$ cat src/shared/uasfc_pkg.sv
/*
  Constants of the serial status and frame control block: register
  indexes, bit positions, reset values and bit timing.
  Assumes a register port of 3-bit index with 8-bit data.
*/
package uasfc_pkg;
  // register indexes
  localparam logic [2:0] IDX_STATUS = 3'h0;
  localparam logic [2:0] IDX_CTRL1 = 3'h1;
  localparam logic [2:0] IDX_CTRL2 = 3'h2;
  localparam logic [2:0] IDX_CTRL3 = 3'h3;
  localparam logic [2:0] IDX_DATA = 3'h4;
  localparam logic [2:0] IDX_BAUD = 3'h5;
  // serial_status bits
  localparam int ST_PERR = 7;
  localparam int ST_NOISE = 6;
  localparam int ST_FERR = 5;
  localparam int ST_OVR = 4;
  localparam int ST_RIDLE = 3;
  localparam int ST_RAVAIL = 2;
  localparam int ST_TIDLE = 1;
  localparam int ST_TEMPTY = 0;
  // serial_control_one bits
  localparam int C1_EN = 7;
  localparam int C1_DLEN = 6;
  localparam int C1_PEN = 5;
  localparam int C1_PTYPE = 4;
  localparam int C1_STOP = 3;
  localparam int C1_BRK = 2;
  localparam int C1_RX9 = 1;
  localparam int C1_TX9 = 0;
  // serial_control_two and three bits
  localparam int C2_TXEN = 7;
  localparam int C2_RXEN = 6;
  localparam int C2_RIE = 2;
  localparam int C3_SWM = 0;
  // reset values
  localparam logic [7:0] CTRL_RST = 8'h00;
  localparam logic [7:0] BAUD_RST = 8'h00;
  // bit timing in oversample ticks, break length in bit times
  localparam logic [3:0] OS_LAST = 4'hF;
  localparam logic [3:0] OS_VOTE_LO = 4'h7;
  localparam logic [3:0] OS_VOTE_HI = 4'h9;
  localparam logic [3:0] BREAK_BITS = 4'hD;
  // receive buffer
  localparam int FIFO_DEPTH = 32;
  localparam int FIFO_WIDTH = 12;
endpackage : uasfc_pkg

$ cat src/logic/uasfc_fifo.sv
/*
  Receive word FIFO with valid/ready on both sides and a flush.
  Assumes DEPTH is a power of two; one clock, async active-low reset.
*/
`timescale 1ns/1ns
module uasfc_fifo #(
  parameter int WIDTH = uasfc_pkg::FIFO_WIDTH,
  parameter int DEPTH = uasfc_pkg::FIFO_DEPTH,
  localparam int AW = $clog2(DEPTH),
  localparam int CW = $clog2(DEPTH + 1)
) (
  // clock and reset
  input wire logic mclk,
  input wire logic rst_n,
  input wire logic flush,
  // fill side
  input wire logic in_valid,
  output logic in_ready,
  input wire logic [WIDTH-1:0] in_data,
  // drain side
  output logic out_valid,
  input wire logic out_ready,
  output logic [WIDTH-1:0] out_data,
  output logic [CW-1:0] count
);
  if (DEPTH < 2 || (1 << AW) != DEPTH)
  begin : g_chk
    $error("fifo depth must be a power of two of at least 2");
  end
  logic [WIDTH-1:0] mem [DEPTH];
  logic [AW-1:0] wp_r, wp_nxt, rp_r, rp_nxt;
  logic [CW-1:0] cnt_r, cnt_nxt;
  logic push, pop;

  assign in_ready = cnt_r != CW'(DEPTH);
  assign out_valid = cnt_r != '0;
  assign out_data = mem[rp_r];
  assign count = cnt_r;

  always_comb
  begin
    push = in_valid && in_ready;
    pop = out_ready && out_valid;
    wp_nxt = push ? wp_r + AW'(1) : wp_r;
    rp_nxt = pop ? rp_r + AW'(1) : rp_r;
    cnt_nxt = cnt_r + CW'(push) - CW'(pop);
    if (flush)
    begin
      wp_nxt = '0;
      rp_nxt = '0;
      cnt_nxt = '0;
    end
  end

  always_ff @(posedge mclk or negedge rst_n)
  begin
    if (!rst_n)
    begin
      wp_r <= '0;
      rp_r <= '0;
      cnt_r <= '0;
    end
    else
    begin
      wp_r <= wp_nxt;
      rp_r <= rp_nxt;
      cnt_r <= cnt_nxt;
    end
  end

  // storage holds no reset so it maps onto plain RAM
  always_ff @(posedge mclk)
  begin
    if (push && !flush)
    begin
      mem[wp_r] <= in_data;
    end
  end
endmodule : uasfc_fifo

$ cat src/logic/uasfc_top.sv
/*
  Serial port core: status and frame control registers, baud tick,
  receiver with majority vote, transmitter with parity, stop and break.
  Assumes the register port and serial pin input are synchronous to mclk.
*/
`timescale 1ns/1ns
module uasfc_top #(
  parameter int FIFO_DEPTH = uasfc_pkg::FIFO_DEPTH
) (
  // clock and reset
  input wire logic mclk,
  input wire logic rst_n,
  // register port
  input wire logic [2:0] reg_addr,
  input wire logic reg_rd,
  input wire logic reg_wr,
  input wire logic [7:0] reg_wdata,
  output logic [7:0] reg_rdata,
  // serial pins
  output logic tx_pin_o,
  output logic tx_pin_oe,
  input wire logic shared_pin_i,
  output logic shared_pin_o,
  output logic shared_pin_oe,
  // receive interrupt
  output logic rx_irq
);
  localparam int CW = $clog2(FIFO_DEPTH + 1);
  localparam int FW = uasfc_pkg::FIFO_WIDTH;
  if (FIFO_DEPTH < 2)
  begin : g_chk
    $error("receive buffer needs at least two words");
  end

  typedef enum logic [1:0] {RX_IDLE, RX_START, RX_DATA, RX_STOP} uasfc_rx_e;
  typedef enum logic [1:0] {TX_IDLE, TX_SHIFT, TX_BREAK} uasfc_tx_e;

  function automatic logic hit(input logic [2:0] idx, input logic strobe);
    return strobe && reg_addr == idx;
  endfunction : hit

  ////////////////////////////////////////////////////////////////////
  // registers and flags
  logic [7:0] c1_r, c1_nxt, c2_r, c2_nxt, c3_r, c3_nxt, baud_r, baud_nxt;
  logic [7:0] arm_r, arm_nxt, rdata_r, rdata_nxt, stat;
  logic perr_r, perr_nxt, noise_r, noise_nxt, ferr_r, ferr_nxt;
  logic ovr_r, ovr_nxt, ravail_r, ravail_nxt, tidle_r, tidle_nxt;
  logic tempty_r, tempty_nxt, tfull_r, tfull_nxt;
  logic [8:0] tbuf_r, tbuf_nxt;
  logic txo_r, txo_nxt, txoe_r, txoe_nxt, sho_r, sho_nxt, shoe_r, shoe_nxt;
  logic irq_r, irq_nxt;
  logic port_en, tx_on, rx_on, dlen, pen, ptype;
  logic rd_data, wr_data, clr_seq, tx_take, tx_line, brk_busy;
  logic push, fifo_rdy, fifo_vld;
  logic [FW-1:0] push_word, head;
  logic [CW-1:0] fifo_cnt;
  uasfc_rx_e rx_st_r, rx_st_nxt;
  uasfc_tx_e tx_st_r, tx_st_nxt;

  assign port_en = c1_r[uasfc_pkg::C1_EN];
  assign dlen = c1_r[uasfc_pkg::C1_DLEN];
  assign pen = c1_r[uasfc_pkg::C1_PEN];
  assign ptype = c1_r[uasfc_pkg::C1_PTYPE];
  assign tx_on = port_en && c2_r[uasfc_pkg::C2_TXEN];
  assign rx_on = port_en && c2_r[uasfc_pkg::C2_RXEN];
  // decoded in place: a continuous assign would miss address changes read inside hit
  assign rd_data = reg_rd && reg_addr == uasfc_pkg::IDX_DATA;
  assign wr_data = reg_wr && reg_addr == uasfc_pkg::IDX_DATA;
  assign clr_seq = rd_data || wr_data;

  always_comb
  begin
    stat = {perr_r, noise_r, ferr_r, ovr_r, rx_st_r == RX_IDLE,
            ravail_r, tidle_r, tempty_r};
    {c1_nxt, c2_nxt, c3_nxt, baud_nxt} = {c1_r, c2_r, c3_r, baud_r};
    tbuf_nxt = tbuf_r;
    rdata_nxt = rdata_r;
    if (hit(uasfc_pkg::IDX_CTRL1, reg_wr))
    begin
      c1_nxt = reg_wdata;
      c1_nxt[uasfc_pkg::C1_RX9] = 1'b0;
    end
    if (hit(uasfc_pkg::IDX_CTRL2, reg_wr))
      c2_nxt = reg_wdata;
    if (hit(uasfc_pkg::IDX_CTRL3, reg_wr))
      c3_nxt = {7'h00, reg_wdata[uasfc_pkg::C3_SWM]};
    if (hit(uasfc_pkg::IDX_BAUD, reg_wr))
      baud_nxt = reg_wdata;
    // shifter takes the old word first so a same-cycle write is kept
    tfull_nxt = tfull_r && !tx_take;
    if (wr_data)
    begin
      tbuf_nxt = {c1_r[uasfc_pkg::C1_TX9], reg_wdata};
      tfull_nxt = 1'b1;
    end
    // a status read only snapshots flags; the data access clears
    arm_nxt = hit(uasfc_pkg::IDX_STATUS, reg_rd) ? stat :
              (clr_seq ? 8'h00 : arm_r);
    // hardware set wins over the software clear sequence, except for tidle_r, whose set needs no data write
    ravail_nxt = (push && fifo_rdy) || (ravail_r && !(rd_data
                 && arm_r[uasfc_pkg::ST_RAVAIL] && fifo_cnt <= CW'(1)));
    perr_nxt = (push && fifo_rdy && push_word[11]) ||
               (perr_r && !(clr_seq && arm_r[uasfc_pkg::ST_PERR]));
    ferr_nxt = (push && fifo_rdy && push_word[10]) ||
               (ferr_r && !(clr_seq && arm_r[uasfc_pkg::ST_FERR]));
    noise_nxt = (push && fifo_rdy && push_word[9]) ||
                (noise_r && !(clr_seq && arm_r[uasfc_pkg::ST_NOISE]));
    ovr_nxt = (push && !fifo_rdy) ||
              (ovr_r && !(clr_seq && arm_r[uasfc_pkg::ST_OVR]));
    tempty_nxt = tx_take ||
                 (hit(uasfc_pkg::IDX_CTRL2, reg_wr) && reg_wdata[uasfc_pkg::C2_TXEN] &&
                  !c2_r[uasfc_pkg::C2_TXEN]) ||
                 (tempty_r && !(wr_data && arm_r[uasfc_pkg::ST_TEMPTY]));
    tidle_nxt = (tempty_r && !tfull_r && !wr_data && tx_st_r == TX_IDLE
                 && !c1_r[uasfc_pkg::C1_BRK]) ||
                (tidle_r && tx_st_r == TX_IDLE &&
                 !(wr_data && arm_r[uasfc_pkg::ST_TIDLE]));
    if (!port_en)
    begin
      c2_nxt[uasfc_pkg::C2_TXEN] = 1'b0;
      c2_nxt[uasfc_pkg::C2_RXEN] = 1'b0;
      c1_nxt[uasfc_pkg::C1_BRK] = 1'b0;
      {perr_nxt, noise_nxt, ferr_nxt, ovr_nxt, ravail_nxt} = 5'h00;
      {tidle_nxt, tempty_nxt} = 2'h3;
      tfull_nxt = 1'b0;
      arm_nxt = 8'h00;
    end
    if (reg_rd)
    begin
      unique case (reg_addr)
        uasfc_pkg::IDX_STATUS: rdata_nxt = stat;
        uasfc_pkg::IDX_CTRL1: rdata_nxt = {c1_r[7:2], head[8], 1'b0};
        uasfc_pkg::IDX_CTRL2: rdata_nxt = c2_r;
        uasfc_pkg::IDX_CTRL3: rdata_nxt = c3_r;
        uasfc_pkg::IDX_DATA: rdata_nxt = head[7:0];
        uasfc_pkg::IDX_BAUD: rdata_nxt = baud_r;
        default: rdata_nxt = 8'h00;
      endcase
    end
    txo_nxt = tidle_nxt ? 1'b1 : tx_line;
    sho_nxt = txo_nxt;
    txoe_nxt = tx_on;
    shoe_nxt = tx_on && c3_r[uasfc_pkg::C3_SWM] && !c2_r[uasfc_pkg::C2_RXEN];
    irq_nxt = ravail_nxt && c2_r[uasfc_pkg::C2_RIE];
  end

  always_ff @(posedge mclk or negedge rst_n)
  begin
    if (!rst_n)
    begin
      {c1_r, c2_r, c3_r} <= {3{uasfc_pkg::CTRL_RST}};
      baud_r <= uasfc_pkg::BAUD_RST;
      {arm_r, rdata_r} <= 16'h0000;
      {perr_r, noise_r, ferr_r, ovr_r, ravail_r} <= 5'h00;
      {tidle_r, tempty_r, tfull_r} <= 3'h6;
      tbuf_r <= 9'h000;
      {txo_r, txoe_r, sho_r, shoe_r, irq_r} <= 5'h14;
    end
    else
    begin
      {c1_r, c2_r, c3_r, baud_r} <= {c1_nxt, c2_nxt, c3_nxt, baud_nxt};
      {arm_r, rdata_r} <= {arm_nxt, rdata_nxt};
      {perr_r, noise_r, ferr_r, ovr_r, ravail_r} <=
        {perr_nxt, noise_nxt, ferr_nxt, ovr_nxt, ravail_nxt};
      {tidle_r, tempty_r, tfull_r} <= {tidle_nxt, tempty_nxt, tfull_nxt};
      tbuf_r <= tbuf_nxt;
      {txo_r, txoe_r, sho_r, shoe_r, irq_r} <=
        {txo_nxt, txoe_nxt, sho_nxt, shoe_nxt, irq_nxt};
    end
  end

  assign reg_rdata = rdata_r;
  assign tx_pin_o = txo_r;
  assign tx_pin_oe = txoe_r;
  assign shared_pin_o = sho_r;
  assign shared_pin_oe = shoe_r;
  assign rx_irq = irq_r;

  ////////////////////////////////////////////////////////////////////
  // baud tick: sixteen ticks per bit, rate mclk / (divisor + 1) / 16
  logic [7:0] bcnt_r, bcnt_nxt;
  logic tick;

  always_comb
  begin
    tick = port_en && bcnt_r == baud_r;
    bcnt_nxt = (!port_en || tick) ? 8'h00 : bcnt_r + 8'h01;
  end

  always_ff @(posedge mclk or negedge rst_n)
  begin
    if (!rst_n)
      bcnt_r <= 8'h00;
    else
      bcnt_r <= bcnt_nxt;
  end

  ////////////////////////////////////////////////////////////////////
  // receiver: three-sample vote mid bit, mixed votes flag noise
  logic [3:0] rx_os_r, rx_os_nxt, rx_idx_r, rx_idx_nxt;
  logic [8:0] rx_sh_r, rx_sh_nxt, rx_word;
  logic [1:0] ones_r, ones_nxt;
  logic rx_nz_r, rx_nz_nxt, rx_par_r, rx_par_nxt, rx_bit, vote_nz;

  always_comb
  begin
    rx_st_nxt = rx_st_r;
    {rx_os_nxt, rx_idx_nxt} = {rx_os_r, rx_idx_r};
    {rx_sh_nxt, ones_nxt, rx_nz_nxt, rx_par_nxt} = {rx_sh_r, ones_r, rx_nz_r, rx_par_r};
    rx_bit = ones_r[1];
    vote_nz = ones_r[1] ^ ones_r[0];
    push = 1'b0;
    rx_word = rx_sh_r;
    if (pen)
    begin
      if (dlen)
        rx_word[8] = 1'b0;
      else
        rx_word[7] = 1'b0;
    end
    push_word = {pen && (rx_par_r != ptype), !rx_bit, rx_nz_r || vote_nz,
                 rx_word};
    if (!rx_on)
      rx_st_nxt = RX_IDLE;
    else if (tick)
    begin
      if (rx_st_r == RX_IDLE)
      begin
        if (!shared_pin_i)
        begin
          rx_st_nxt = RX_START;
          {rx_os_nxt, rx_idx_nxt, rx_sh_nxt} = 17'h00000;
          {ones_nxt, rx_nz_nxt, rx_par_nxt} = 4'h0;
        end
      end
      else
      begin
        rx_os_nxt = rx_os_r + 4'h1;
        if (rx_os_r >= uasfc_pkg::OS_VOTE_LO && rx_os_r <= uasfc_pkg::OS_VOTE_HI &&
            shared_pin_i)
          ones_nxt = ones_r + 2'h1;
        if (rx_os_r == uasfc_pkg::OS_LAST)
        begin
          ones_nxt = 2'h0;
          rx_nz_nxt = rx_nz_r || vote_nz;
          unique case (rx_st_r)
            RX_IDLE: rx_st_nxt = RX_IDLE;
            RX_START: rx_st_nxt = rx_bit ? RX_IDLE : RX_DATA;
            RX_DATA:
            begin
              rx_sh_nxt[rx_idx_r] = rx_bit;
              rx_par_nxt = rx_par_r ^ rx_bit;
              rx_idx_nxt = rx_idx_r + 4'h1;
              if (rx_idx_r == (dlen ? 4'h8 : 4'h7))
                rx_st_nxt = RX_STOP;
            end
            RX_STOP:
            begin
              push = 1'b1;
              rx_st_nxt = RX_IDLE;
            end
          endcase
        end
      end
    end
  end

  always_ff @(posedge mclk or negedge rst_n)
  begin
    if (!rst_n)
    begin
      rx_st_r <= RX_IDLE;
      {rx_os_r, rx_idx_r, rx_sh_r} <= 17'h00000;
      {ones_r, rx_nz_r, rx_par_r} <= 4'h0;
    end
    else
    begin
      rx_st_r <= rx_st_nxt;
      {rx_os_r, rx_idx_r, rx_sh_r} <= {rx_os_nxt, rx_idx_nxt, rx_sh_nxt};
      {ones_r, rx_nz_r, rx_par_r} <= {ones_nxt, rx_nz_nxt, rx_par_nxt};
    end
  end

  // a full buffer refuses the word, which raises overrun
  uasfc_fifo #(.WIDTH(FW), .DEPTH(FIFO_DEPTH)) u_rx_fifo (
    .mclk(mclk),
    .rst_n(rst_n),
    .flush(!port_en),
    .in_valid(push),
    .in_ready(fifo_rdy),
    .in_data(push_word),
    .out_valid(fifo_vld),
    .out_ready(rd_data),
    .out_data(head),
    .count(fifo_cnt)
  );

  ////////////////////////////////////////////////////////////////////
  // transmitter: frame is start, payload, stop bits, LSB first
  logic [12:0] fr_r, fr_nxt;
  logic [3:0] tx_os_r, tx_os_nxt, left_r, left_nxt;
  logic [8:0] pay;

  always_comb
  begin
    tx_st_nxt = tx_st_r;
    {fr_nxt, tx_os_nxt, left_nxt} = {fr_r, tx_os_r, left_r};
    tx_take = 1'b0;
    brk_busy = tx_st_r == TX_BREAK;
    tx_line = brk_busy ? 1'b0 : (tx_st_r == TX_SHIFT ? fr_r[0] : 1'b1);
    pay = tbuf_r;
    if (!dlen)
      pay[8] = 1'b1;
    if (pen)
    begin
      if (dlen)
        pay[8] = (^tbuf_r[7:0]) ^ ptype;
      else
        pay[7] = (^tbuf_r[6:0]) ^ ptype;
    end
    if (!tx_on)
      tx_st_nxt = TX_IDLE;
    else
    begin
      unique case (tx_st_r)
        TX_IDLE:
          if (tfull_r)
          begin
            tx_take = 1'b1;
            tx_st_nxt = TX_SHIFT;
            fr_nxt = {3'h7, pay, 1'b0};
            // count spans start, payload and every stop bit, less one
            left_nxt = (dlen ? 4'hA : 4'h9) + {3'h0, c1_r[uasfc_pkg::C1_STOP]};
            tx_os_nxt = 4'h0;
          end
          else if (c1_r[uasfc_pkg::C1_BRK])
          begin
            tx_st_nxt = TX_BREAK;
            {left_nxt, tx_os_nxt} = 8'h00;
          end
        TX_SHIFT:
          if (tick)
          begin
            tx_os_nxt = tx_os_r + 4'h1;
            if (tx_os_r == uasfc_pkg::OS_LAST)
            begin
              fr_nxt = {1'b1, fr_r[12:1]};
              left_nxt = left_r - 4'h1;
              if (left_r == 4'h0)
                tx_st_nxt = TX_IDLE;
            end
          end
        TX_BREAK:
        begin
          if (tick)
          begin
            tx_os_nxt = tx_os_r + 4'h1;
            if (tx_os_r == uasfc_pkg::OS_LAST && left_r != uasfc_pkg::BREAK_BITS)
              left_nxt = left_r + 4'h1;
          end
          if (left_r == uasfc_pkg::BREAK_BITS && !c1_r[uasfc_pkg::C1_BRK])
            tx_st_nxt = TX_IDLE;
        end
        default: tx_st_nxt = TX_IDLE;
      endcase
    end
  end

  always_ff @(posedge mclk or negedge rst_n)
  begin
    if (!rst_n)
    begin
      tx_st_r <= TX_IDLE;
      fr_r <= 13'h1FFF;
      {tx_os_r, left_r} <= 8'h00;
    end
    else
    begin
      tx_st_r <= tx_st_nxt;
      fr_r <= fr_nxt;
      {tx_os_r, left_r} <= {tx_os_nxt, left_nxt};
    end
  end
endmodule : uasfc_top

$ cat config.mk
export PLATFORM = sky130hd
export DESIGN_NAME = uasfc_top
export DESIGN_NICKNAME = d
export VERILOG_FILES = /design/src/shared/uasfc_pkg.sv /design/src/logic/uasfc_fifo.sv /design/src/logic/uasfc_top.sv
export SDC_FILE = /design/constraint.sdc
export NUM_CORES = 1
export LEC_CHECK = 0
export ABC_CLOCK_PERIOD_IN_PS = 3300
export BUFFER_PORTS_ARGS = -buffer_cell sky130_fd_sc_hd__buf_2
export CAP_MARGIN = 20
export CORE_AREA = 4 4 232 234
export DETAILED_ROUTE_END_ITERATION = 8
export DIE_AREA = 0 0 236 238
export SLEW_MARGIN = 20
export SYNTH_ARGS = -nofsm -noshare
export SYNTH_HDL_FRONTEND = slang
export SYNTH_SLANG_ARGS = --single-unit
export TNS_END_PERCENT = 30
$ cat constraint.sdc
create_clock -name mclk -period 3.3 [get_ports mclk]
set_input_delay 0.495 -clock mclk [delete_from_list [all_inputs] [get_ports mclk]]
set_output_delay 0.495 -clock mclk [all_outputs]
set_load 0.05 [all_outputs]
Word-level counts from Yosys, hierarchy flattened

Memory sizes are Yosys's and may differ from the RTL's.
Index checks and enable logic that the tools add are counted.
Widths: inputs -> output; s select.

Bitwise gates (word level): 4
Add/sub/neg operators: 12
Div/mod/pow operators: 0
Mux-type cells: 97
Magnitude comparators: 5
Shifts and indexed selects: 0
Multiply operators: 0
Eq/ne operators: 40
Reduce and logical (&&, ||, !) cells: 99

Operators by type and width:

| cell                | count |
|---|---|
| $mux 4              | 14 |
| $logic_and 1x1->1   | 49 |
| $pmux 8 s6          | 1 |
| $mux 2              | 22 |
| $mux 8              | 5 |
| $mux 13             | 3 |
| $mux 9              | 4 |
| $mux 1              | 35 |
| $pmux 13 s2         | 1 |
| $mux 5              | 4 |
| $ne 2x1->1 const B  | 9 |
| $add 4x1->4 const B | 4 |
| $logic_not 1->1     | 16 |
| $reduce_and 4->1    | 4 |
| $reduce_and 5->1    | 3 |
| $eq 4x4->1 const B  | 3 |
| $ne 3x2->1 const B  | 4 |
| $ne 4x4->1 const B  | 3 |
| $pmux 2 s3          | 2 |
| $pmux 4 s3          | 1 |
| $logic_or 1x1->1    | 11 |
| $add 5x1->5 const B | 2 |
| $bwmux 9            | 1 |
| $ne 3x3->1 const B  | 3 |
| 38 further kinds    | 53 |

ROM bits: 0
Bits in registers: 131
Output and inout port bits: 13
Memories: 1
Memory bits (writable): 384
Bits in latches: 0

Memory list:

| memory        | words | width | read ports | clocked after Yosys merged registers in | wr ports | line             | RTL |
|---|---|---|---|---|---|---|---|
| u_rx_fifo.mem | 32    | 12    | 1          | 0                                       | 1        | uasfc_fifo.sv:30 | `logic [WIDTH-1:0] mem [DEPTH];` |

Logic depth before layout (Yosys ltp)

Gate-level depths: netlist (run 1).

Word-level depth: 10
Depth in mapped cells: 15
Gate-level depth less buffers: 14

Modules after synthesis

Synthesis (run 1) repeated with hierarchy kept, for this count alone.

Cells, all modules: 1369
Area total of the unflattened synthesis: 21767.1 µm²

By module, submodules not included:

| module     | cells each | times used | area each (µm²) |
|---|---|---|---|
| uasfc_fifo | 783        | 1          | 15760.1 |
| uasfc_top  | 586        | 1          | 6007.0 |

Worst setup path after synthesis (run 1)

Ideal clock, no wire load.

Path type: in2reg
Start: input port reg_addr[1]
End: register u_rx_fifo.cnt_r[4], in the netlist u_rx_fifo.count[4]
Path slack: 386 ps
Data required time: 3168 ps
Library setup time: 132 ps
Data arrival time: 2782 ps
Cell stages on the path: 15
Path through: clkbuf_1 nor3b_2 nand2_1 a41oi_1 ha_1 inv_1 ha_1 inv_1 fa_1 inv_1 a21oi_1 nor2_1 nor2_1 xor2_1 nor2_1

Cells in the longest elaborated chain, start to end: 5

Ends and longest elaborated chain:

| item                           | line             | RTL |
|---|---|---|
| start: declaration             | uasfc_top.sv:14  | `input wire logic [2:0] reg_addr,` |
| $eq 3x3->1                     | uasfc_top.sv:67  | `assign rd_data = reg_rd && reg_addr == uasfc_pkg::IDX_DATA;` |
| $logic_and 1x1->1              | uasfc_top.sv:67  |  |
| $logic_and 1x1->1              | uasfc_fifo.sv:43 | `pop = out_ready && out_valid;` |
| $sub 6x1->6                    | uasfc_fifo.sv:46 | `cnt_nxt = cnt_r + CW'(push) - CW'(pop);` |
| $mux 6                         | uasfc_fifo.sv:47 | `if (flush)` |
| named net u_rx_fifo.cnt_nxt[4] | uasfc_fifo.sv:32 | `logic [CW-1:0] cnt_r, cnt_nxt;` |
| end signal: assignment         | uasfc_fifo.sv:67 | `cnt_r <= cnt_nxt;` |
| end: declaration               | uasfc_fifo.sv:32 |  |

The timed path passes the listed nets, and every way through them passes these cells.
A chain may end at the register's enable or synchronous reset.

Final worst setup path (run 1)

Start: register rx_os_r[0]
End: register u_rx_fifo.cnt_r[4], in the netlist u_rx_fifo.count[4]

Cells in the longest elaborated chain, start to end: 9

Ends and longest elaborated chain:

| item                           | line             | RTL |
|---|---|---|
| start: declaration             | uasfc_top.sv:200 | `logic [3:0] rx_os_r, rx_os_nxt, rx_idx_r, rx_idx_nxt;` |
| start signal: assignment       | uasfc_top.sv:279 | `{rx_os_r, rx_idx_r, rx_sh_r} <= {rx_os_nxt, rx_idx_nxt, rx_sh_nxt};` |
| $eq 4x4->1                     | uasfc_top.sv:242 | `if (rx_os_r == uasfc_pkg::OS_LAST)` |
| $mux 1                         | uasfc_top.sv:242 |  |
| $mux 1                         | uasfc_top.sv:227 | `if (rx_st_r == RX_IDLE)` |
| $mux 1                         | uasfc_top.sv:225 | `else if (tick)` |
| $mux 1                         | uasfc_top.sv:223 | `if (!rx_on)` |
| $logic_and 1x1->1              | uasfc_fifo.sv:42 | `push = in_valid && in_ready;` |
| $add 6x1->6                    | uasfc_fifo.sv:46 |  |
| $sub 6x1->6                    | uasfc_fifo.sv:46 |  |
| $mux 6                         | uasfc_fifo.sv:47 |  |
| named net u_rx_fifo.cnt_nxt[4] | uasfc_fifo.sv:32 |  |

The timed path passes the listed nets, and every way through them passes these cells.

==> impl_metrics.csv, run 1 <==
group,metric,value,unit
layout,final_cells,1944,
critical_path,slowest_stage,"and4b_1",
die,die_h,238,µm
placement,portBuffers,28,
die,initial_core_util,0.3445,
die,dieArea,56170,µm²
routing,drtIter0Drc,976,
routing,ant_nets,0,
placement,place_congestion,0.8212,
clock_network,cts.repair.resized,0,
synthesis,synthesis.nets,1182,
sta,slew_headroom,0.3111,
grt,antenna_found_initial,0,
sta,tns,0,ns
synthesis,synth-edff-count,288,
synthesis,yosys.cell_types.count,68,
power_and_ir_drop,power_density,566.4,nW/µm²
sta,hold_violations,0,
clock_network,htree_num_levels,2,
placement,dpl.hpwl,26300,µm
hold_path,hp-class,"primary input to flip-flop",
critical_path,critical_path.max_stage_delay,0.45,ns
sta,fmax,348.1,MHz
synthesis,syn_inst,1130,
sta,min_period,2.873,ns
routing,route.detailed.drc,0,
critical_path,worstPathCellList,"ha_1 -> nand3_1 -> nor3_1 -> and4b_1 -> ha_1 -> inv_1 -> fa_1 -> inv_1 -> a21oi_1 -> nor2_1 -> nor2_1 -> xor2_1 -> nor2_1",
layout,post-route-util,0.3989,
synthesis,ys_seq_elements,415,
hold_path,min_from,"reg_wdata[6]",
power_and_ir_drop,irDropWorstVdd,341.0,µV
synthesis,synth_area_per_cell,15.86,µm²
grt,grt_pass1_vias,10350,
synthesis,ys_seq_area_frac,0.6607,
critical_path,critPathLaunchType,"flip-flop",
placement,placed_area,19240,µm²
sta,tightest_slew,1.033,ns
critical_path,regToRegSetupSlack,0.43,ns
layout,layout.nets,1270,
routing,routed_wl,41160,µm
routing,vias_per_cell,5.196,
synthesis,ys.flop_type,"edfxtp_1",
critical_path,worst-setup-path-type,"flip-flop to flip-flop",
critical_path,r2r-end,"u_rx_fifo.count[4]",
synthesis,synth_area,17920,µm²
layout,design_area,20750,µm²
clock_network,cts_tree,"built",
sta,timing.final.crit_share,0.8705,
critical_path,cp_common_cell,"nor2_1",
critical_path,required,3.73,ns
grt,grt_max_degree,76,
critical_path,arrival,3.30,ns
clock_network,cts_setup_buffers,0,
die,die_x,236,µm
hold_path,hold_depth,3,
die,io_pins,29,
clock_network,clock-sinks,415,
routing,avgRoutedWirePerCell,21.17,µm
sta,rsz0062_at_grt,"no",
critical_path,end_kind,"flip-flop",
die,num_rows,84,
clock_network,cts.path.max_buffers,3,
power_and_ir_drop,power.leakage,6.866,nW
clock_network,cts_made_buffers,45,
grt,track_usage,0.1463,
grt,grt_overflow,0,
critical_path,cp_num_buf_inv,2,
hold_path,hold_end,"c1_r[6]",
clock_network,root_buffer,"clkbuf_16",
die,core,52020,µm²
synthesis,yosysWarnings,0,
sta,slew_violations,0,
outcome,outcome,"completed",
sta,finClkSkew,0.02168,ns
critical_path,rr_startpoint,"rx_os_r[0]",
routing,firstDrtPassIters,5,
critical_path,critPathMaxFanout,9,
synthesis,async_flop_share,0.3060,
placement,dpl.cell_count,1858,
layout,layout-drive-gt1-share,0.2582,
routing,vias,10100,
grt,grt_first_pass_wirelength,63890,µm
critical_path,r2r_cells,13,
critical_path,crit_family,"simple AND/OR/NAND/NOR gates",
clock_network,cts_hold_buf,1,
layout,area_growth_syn_to_layout,15.78,%
clock_network,clkSlewWorstSetupHoldPaths,0.06,ns
clock_network,clock_latency,0.58,ns
sta,setup_viol,0,
run,cap_violations,0,
## synth_stat cells (13+ instances only)
library cell	count	share of area
edfxtp_1	288	0.48
nand2_1	80	0.017
nand4_1	13	0.0045
mux2_2	42	0.026
a22o_1	15	0.0073
o21ai_0	35	0.0098
dfstp_2	13	0.019
mux4_2	88	0.11
nor2_1	93	0.019
nand3_1	20	0.0056
a21oi_1	26	0.0073
inv_1	35	0.0073
xnor2_1	14	0.0068
xor2_1	23	0.011
ha_1	34	0.024
clkbuf_1	32	0.0067
dfrtp_1	114	0.16
mux2i_1	20	0.011
## how the worst max path moves through the flow
stage                         end  cells past startpoint        start  slack [ns]
2_1_floorplan  u_rx_fifo.count[4]                     15  reg_addr[1]        0.39
3_3_place_gp   u_rx_fifo.count[4]                     15  reg_addr[2]        0.45
3_5_place_dp   u_rx_fifo.count[4]                     15  reg_addr[2]        0.38
4_1_cts        u_rx_fifo.count[4]                     13   rx_os_r[0]        0.42
5_1_grt        u_rx_fifo.count[4]                     13   rx_os_r[0]        0.08
6_report       u_rx_fifo.count[4]                     13   rx_os_r[0]        0.43
## per-stage QoR
stage	worst slack (ns)	hold WS [ns]	power, W
after floorplan	0.3865	0.1994	0.006500
after global placement	0.4463	0.4774	0.006785
after detailed placement	0.3795	0.4774	0.006800
after CTS	0.4156	0.2031	0.01188
after global routing	0.07563	0.2200	0.01220
final	0.4272	0.2293	0.01176
## flip-flops by register name, summed over array words and instances, names as in the netlist, 2 cells and up
name	count
fr_r	10
tx_os_r	4
reg_rdata	8
bcnt_r	8
rx_idx_r	4
left_r	4
rx_sh_r	9
rx_st_r	2
tx_st_r	2
c1_r	7
c2_r	8
ones_r	2
rx_os_r	4
u_rx_fifo.rp_r	5
baud_r	8
u_rx_fifo.mem	288
u_rx_fifo.count	6
arm_r	7
tbuf_r	9
u_rx_fifo.wp_r	5
## layout make-up
class                      instances  area (µm²)
clock inverter                    24       239.0
tap                              688       860.8
timing repair buffer              90       689.4
sequential                       415       11850
inverter                          36       135.1
fill                            4713       31270
multi-input combinational        630        5719
antenna                            1       2.502
clock buffer                      60        1254
## where the power goes
part,total (W),internal [W],switching (W)
Clock,0.00506,0.00300,0.00206
Sequential,0.00580,0.00566,0.000146
Combinational,0.000892,0.000392,0.000501
Total,0.0118,0.00905,0.00271
## kinds of logic after synthesis
kind of cell             synth area share
flip-flops                         0.6607
multiplexers                       0.1519
XOR/XNOR                          0.01808
adder cells (fa/ha/maj)           0.02597
buffers and inverters             0.02059
AND/OR/NAND/NOR                   0.07162
AO/OA/AOI/OAI                     0.05117
## worst reg2reg max path: cells and delay by family, from the launching register on
kind | cells | cell delay [ns]
xor+xnor | 1 | 0.13
flops | 1 | 0.42
fa+ha+maj | 3 | 0.86
compound gates | 1 | 0.06
simple gates | 6 | 1.14
buf+inv | 2 | 0.13
## routing by layer
layer / up-vias / GRT usage / routed length, µm
li1: 4502 / - / -
met5: - / 0 / 0
met1: 5288 / 0.2076 / 18580
met4: 0 / 0.04271 / 948
met3: 69 / 0.02728 / 2201
met2: 242 / 0.2325 / 19430
## cells in the final DEF (no fill, tap or decap), types with 13 or more instances in the layout
cell type,n
a21oi_1,26
a22o_1,15
buf_2,27
buf_4,55
clkbuf_16,46
clkinv_2,14
dfrtp_1,107
dfstp_2,13
edfxtp_1,288
ha_1,34
inv_1,35
mux2_2,42
mux2i_1,20
mux4_2,88
nand2_1,80
nand3_1,20
nand4_1,13
nor2_1,93
o21ai_0,35
xnor2_1,14
xor2_1,23
No activity file was read; power rests on OpenSTA's default activity.
==> inputs of run 2 (changes only) <==
Settings changed: RECOVER_POWER set to 50, TNS_END_PERCENT 30 to unset.
==> run 2 against run 1 <==
The flow now finishes with violations (max-capacitance violations, max-slew violations); critical path type unchanged; worst setup slack got worse by 0.0061 ns; sequential power is essentially flat; design area down 0.28%; first-iteration DRC count up 2.3%; clock power is essentially flat; core utilization is 0.11 points lower; die area unchanged; non-clock buffer count unchanged; combinational power down 0.7%; routed wire length hardly changed; global-route usage stayed put.
==> impl_metrics.csv, run 2 (synthesis results as in run 1) <==
group,metric,value,unit
outcome,outcome,"finished, violations left",
outcome,violations,"max-capacitance violations, max-slew violations",
layout,layout-drive-gt1-share,0.2478,
grt,grt_overflow,0,
clock_network,cts_made_buffers,45,
power_and_ir_drop,intPower,0.009043,W
die,dieArea,56170,µm²
power_and_ir_drop,power.leakage,6.838,nW
clock_network,htree_num_levels,2,
grt,antenna_found_initial,0,
critical_path,regToRegSetupSlack,0.42,ns
clock_network,root_buffer,"clkbuf_16",
critical_path,required,3.73,ns
routing,drtIter0Drc,998,
layout,post-route-util,0.3978,
layout,n_antenna_cell,0,
sta,setup_viol,0,
clock_network,clock-sinks,415,
placement,dpl.hpwl,26300,µm
placement,place_worst_setup_slack,0.3795,ns
sta,tns,0,ns
clock_network,cts_setup_buffers,0,
sta,fmax,347.4,MHz
clock_network,clock_latency,0.58,ns
routing,avgRoutedWirePerCell,21.17,µm
sta,min_period,2.879,ns
critical_path,r2r_cells,13,
sta,worst_slack,0.4211,ns
clock_network,cts.path.max_buffers,3,
sta,slew_headroom,-0.2304,
die,io_pins,29,
power_and_ir_drop,power_density,567.6,nW/µm²
hold_path,hold_end,"c1_r[6]",
layout,top_register,"u_rx_fifo.mem",
critical_path,rr_startpoint,"rx_os_r[0]",
hold_path,hold_depth,3,
power_and_ir_drop,swShare,0.2302,
hold_path,hp-class,"primary input to flip-flop",
layout,fill_cells,4723,
run,cap_violations,3,
layout,largest_reg_flops,288,
layout,layout.nets,1270,
sta,finClkSkew,0.01972,ns
critical_path,arrival,3.31,ns
routing,routed_wl,41140,µm
power_and_ir_drop,clockPowerShare,0.431,
grt,grt_first_pass_wirelength,63890,µm
critical_path,worst-setup-path-type,"flip-flop to flip-flop",
die,die_x,236,µm
layout,area_growth_syn_to_layout,15.46,%
clock_network,cts_tree,"built",
routing,route.detailed.drc,0,
clock_network,clkSlewWorstSetupHoldPaths,0.06,ns
power_and_ir_drop,power_frac_comb,0.075,
power_and_ir_drop,p_sw,0.002704,W
routing,vias,10120,
critical_path,end_kind,"flip-flop",
clock_network,cts_hold_buf,1,
layout,final_cell_mix,"288 x edfxtp_1, 112 x dfrtp_1, 93 x nor2_1",
critical_path,critPathMaxFanout,9,
sta,rsz0062_at_grt,"no",
power_and_ir_drop,seqPwrFrac,0.494,
placement,place_congestion,0.8212,
clock_network,cts.repair.resized,0,
power_and_ir_drop,irDropWorstVdd,340.7,µV
sta,timing.final.crit_share,0.8724,
critical_path,r2r-end,"u_rx_fifo.count[4]",
hold_path,min_from,"reg_wdata[6]",
die,die_h,238,µm
die,core,52020,µm²
sta,slew_violations,127,
die,num_rows,84,
placement,portBuffers,28,
grt,grt_pass1_vias,10350,
critical_path,critPathLaunchType,"flip-flop",
routing,vias_per_cell,5.209,
power_and_ir_drop,p_total,0.01175,W
routing,firstDrtPassIters,5,
sta,hold_violations,0,
routing,ant_nets,0,
die,initial_core_util,0.3445,
grt,grt_max_degree,76,
layout,top_regs,"u_rx_fifo.mem x288, fr_r x10",
sta,tightest_slew,1.846,ns
grt,track_usage,0.1463,
layout,final_common_cell,"edfxtp_1",
-- run 2: power by group through the flow --
stage                     clock [W]  combinational, W  sequential [W]
after floorplan                   0          0.000615         0.00589
after global placement            0          0.000881         0.00590
after detailed placement          0          0.000892         0.00591
after CTS                   0.00518          0.000900         0.00580
after global routing        0.00539          0.000984         0.00582
final                       0.00506          0.000886         0.00580
-- run 2: worst max path at each step --
stage,start,end,slack (ns),depth (start not counted)
after floorplan,reg_addr[1],u_rx_fifo.count[4],0.39,15
after global placement,reg_addr[2],u_rx_fifo.count[4],0.45,15
after detailed placement,reg_addr[2],u_rx_fifo.count[4],0.38,15
after CTS,rx_os_r[0],u_rx_fifo.count[4],0.42,13
after global routing,rst_n,reg_rdata[3],0.06,3
final,rx_os_r[0],u_rx_fifo.count[4],0.42,13
-- run 2: critical path, cell delays in order (launching register included) --
cell     delay, ns
dfrtp_1       0.42
ha_1          0.22
nand3_1       0.21
nor3_1        0.29
and4b_1       0.45
ha_1          0.23
inv_1         0.06
fa_1          0.40
inv_1         0.07
a21oi_1       0.06
nor2_1        0.08
nor2_1        0.06
xor2_1        0.13
nor2_1        0.05
-- run 2: cell type report --
class                   instances  area, µm²  area share
flip-flops and latches        415      11850      0.5725
repair buffers                 90      644.4     0.03113
clock buffers                  60       1254     0.06058
inverters                      36      135.1    0.006529
well taps                     688      860.8     0.04159
clock inverters                24      239.0     0.01155
multi-input cells             630       5715      0.2762
-- run 2: metrics by stage --
stage / std cells / cell area [µm²] / hold WS [ns]
3_3_place_gp: 1858 / 19240 / 0.4774
2_1_floorplan: 1130 / 17920 / 0.1994
6_report: 1943 / 20700 / 0.2279
3_5_place_dp: 1858 / 19240 / 0.4774
5_1_grt: 1943 / 20700 / 0.2200
4_1_cts: 1943 / 20750 / 0.2031
-- run 2: metal layers --
layer  track usage  vias up  routed length (µm)
met5             0        -                   0
met4       0.04271        0                 928
met3       0.02728       68                2189
met2        0.2325      253               19450
met1        0.2076     5300               18570
li1              -     4501                   -
==> inputs of run 3 (changes only) <==
--- a/constraint.sdc
+++ b/constraint.sdc
@@ -3,2 +3,2 @@
 set_output_delay 0.495 -clock mclk [all_outputs]
-set_load 0.05 [all_outputs]
+set_load 0.01 [all_outputs]
==> run 3 against run 2 <==
The run still ends with max-capacitance violations, max-slew violations left; global-route usage unchanged; sequential share of layout area about the same; first-iteration DRC count decreased by 2.0%; clock skew decreased by 0.00086 ns; worst setup slack improved by 0.0016 ns; critical path depth unchanged; critical endpoint unchanged; largest power group unchanged; core utilization about the same; clock power about the same; non-clock buffer count unchanged; sequential cell count unchanged; sequential power about the same; die area unchanged.
==> impl_metrics.csv, run 3 (synthesis results as in run 1) <==
group,metric,value,unit
critical_path,worst-setup-path-type,"flip-flop to flip-flop",
critical_path,arrival,3.31,ns
placement,place_congestion,0.8212,
sta,slew_headroom,-0.2398,
grt,antenna_found_initial,0,
routing,m1WireLength,18530,µm
outcome,violations,"max-capacitance violations, max-slew violations",
hold_path,hp-class,"primary input to flip-flop",
power_and_ir_drop,power_density,566.3,nW/µm²
die,die_h,238,µm
critical_path,startpoint,"rx_os_r[0]",
critical_path,regToRegSetupSlack,0.42,ns
die,io_pins,29,
power_and_ir_drop,power_frac_comb,0.073,
clock_network,cts.path.max_buffers,3,
layout,n_antenna_cell,0,
critical_path,critPathMaxFanout,9,
critical_path,slowest_stage,"and4b_1",
routing,route.detailed.drc,0,
grt,track_usage,0.1463,
run,cap_violations,3,
layout,final_common_cell,"edfxtp_1",
sta,min_period,2.877,ns
power_and_ir_drop,intPower,0.009041,W
power_and_ir_drop,seqPwrFrac,0.496,
critical_path,crit_cells,13,
critical_path,crit_end,"u_rx_fifo.count[4]",
die,num_rows,84,
clock_network,clkSlewWorstSetupHoldPaths,0.06,ns
sta,slew_violations,127,
clock_network,htree_num_levels,2,
layout,top_register,"u_rx_fifo.mem",
clock_network,cts.repair.resized,0,
critical_path,cp_common_cell,"nor2_1",
clock_network,cts_tree,"built",
routing,vias,10140,
power_and_ir_drop,swShare,0.2282,
routing,firstDrtPassIters,6,
routing,top_layer,"met4",
sta,tightest_slew,1.860,ns
critical_path,rr_startpoint,"rx_os_r[0]",
sta,setup_viol,0,
layout,final_cell_mix,"288 x edfxtp_1, 112 x dfrtp_1, 93 x nor2_1",
routing,routed_wl,41130,µm
critical_path,r2r-end,"u_rx_fifo.count[4]",
critical_path,end_kind,"flip-flop",
layout,layout.nets,1270,
die,dieArea,56170,µm²
sta,finClkSkew,0.01886,ns
routing,drtIter0Drc,978,
clock_network,root_buffer,"clkbuf_16",
clock_network,clock-sinks,415,
outcome,outcome,"finished, violations left",
placement,dpl.hpwl,26300,µm
sta,rsz0062_at_grt,"no",
layout,area_growth_syn_to_layout,15.41,%
routing,route.met3.wl,2276,µm
critical_path,critPathLaunchType,"flip-flop",
clock_network,clock_latency,0.58,ns
layout,layout-drive-gt1-share,0.2414,
power_and_ir_drop,clockPowerShare,0.432,
sta,tns,0,ns
power_and_ir_drop,irDropWorstVdd,340.5,µV
power_and_ir_drop,power.leakage,6.806,nW
routing,vias_per_cell,5.219,
sta,fmax,347.6,MHz
critical_path,critical_path.max_stage_delay,0.45,ns
grt,grt_first_pass_wirelength,63890,µm
die,core,52020,µm²
routing,avgRoutedWirePerCell,21.17,µm
critical_path,crit_family,"simple AND/OR/NAND/NOR gates",
grt,grt_max_degree,76,
routing,ant_nets,0,
layout,post-route-util,0.3976,
critical_path,required,3.73,ns
power_and_ir_drop,p_sw,0.002673,W
routing,met2_length,19400,µm
clock_network,cts_hold_buf,1,
sta,hold_violations,0,
placement,portBuffers,28,
grt,grt_overflow,0,
layout,top_regs,"u_rx_fifo.mem x288, fr_r x10",
sta,timing.final.crit_share,0.8719,
power_and_ir_drop,p_total,0.01171,W
critical_path,worstPathCellList,"ha_1 -> nand3_1 -> nor3_1 -> and4b_1 -> ha_1 -> inv_1 -> fa_1 -> inv_1 -> a21oi_1 -> nor2_1 -> nor2_1 -> xor2_1 -> nor2_1",
die,initial_core_util,0.3445,
grt,grt_pass1_vias,10350,
layout,largest_reg_flops,288,
clock_network,cts_setup_buffers,0,
die,die_x,236,µm
critical_path,cp_num_buf_inv,2,
critical_path,r2r_cells,13,
clock_network,cts_made_buffers,45,
-- run 3: cell count changes in the layout (fill, tap and decap cells not counted) --
cell / previous run / this run
buf_2: 25 / 17
clkbuf_1: 16 / 24
-- run 3: area by class of cell --
class	count	area, µm²
fillers	4726	31340
flip-flops and latches	415	11850
multi-input cells	630	5715
clock buffers	60	1254
well taps	688	860.8
repair buffers	90	634.4
clock inverters	24	239.0
inverters	36	135.1
-- run 3: per-stage QoR --
step / cell area [µm²] / std cells / hold WS [ns] / setup slack [ns]
after floorplan: 17920 / 1130 / 0.1994 / 0.3865
after global placement: 19240 / 1858 / 0.4774 / 0.4463
after detailed placement: 19240 / 1858 / 0.4774 / 0.3795
after CTS: 20750 / 1943 / 0.2031 / 0.4156
after global routing: 20690 / 1943 / 0.2200 / 0.06410
final: 20690 / 1943 / 0.2287 / 0.4227
-- run 3: worst min path at each step --
stage	startpoint	cells after the start	slack, ns	to
floorplan	rst_n	0	0.20	arm_r[0]
CTS	reg_wdata[6]	3	0.20	c1_r[6]
global route	reg_wdata[1]	2	0.22	baud_r[1]
detailed placement	rx_sh_r[7]	2	0.48	rx_sh_r[7]
global placement	fr_r[0]	2	0.48	fr_r[0]
finish	reg_wdata[6]	3	0.23	c1_r[6]
-- run 3: worst min-delay path: cells and delay by family --
| kind | cells | cell delay [ns] |
|---|---|---|
| AOI/OAI and AO/OA | 1 | 0.07 |
| buffers and inverters | 1 | 0.14 |
| and+or+nand+nor | 1 | 0.05 |
-- run 3: power groups by stage --
stage	sequential [W]	clock, W	combinational (W)
finish	0.00580	0.00506	0.000851
CTS	0.00580	0.00518	0.000868
global route	0.00582	0.00539	0.000949
global placement	0.00590	0	0.000849
detailed placement	0.00591	0	0.000860
floorplan	0.00585	0	0.000615
-- run 3: metal layers --
layer  vias up  track usage
met1      5307       0.2076
li1       4502            -
met3        68      0.02728
met4         0      0.04271
met2       264       0.2325
met5         -            0
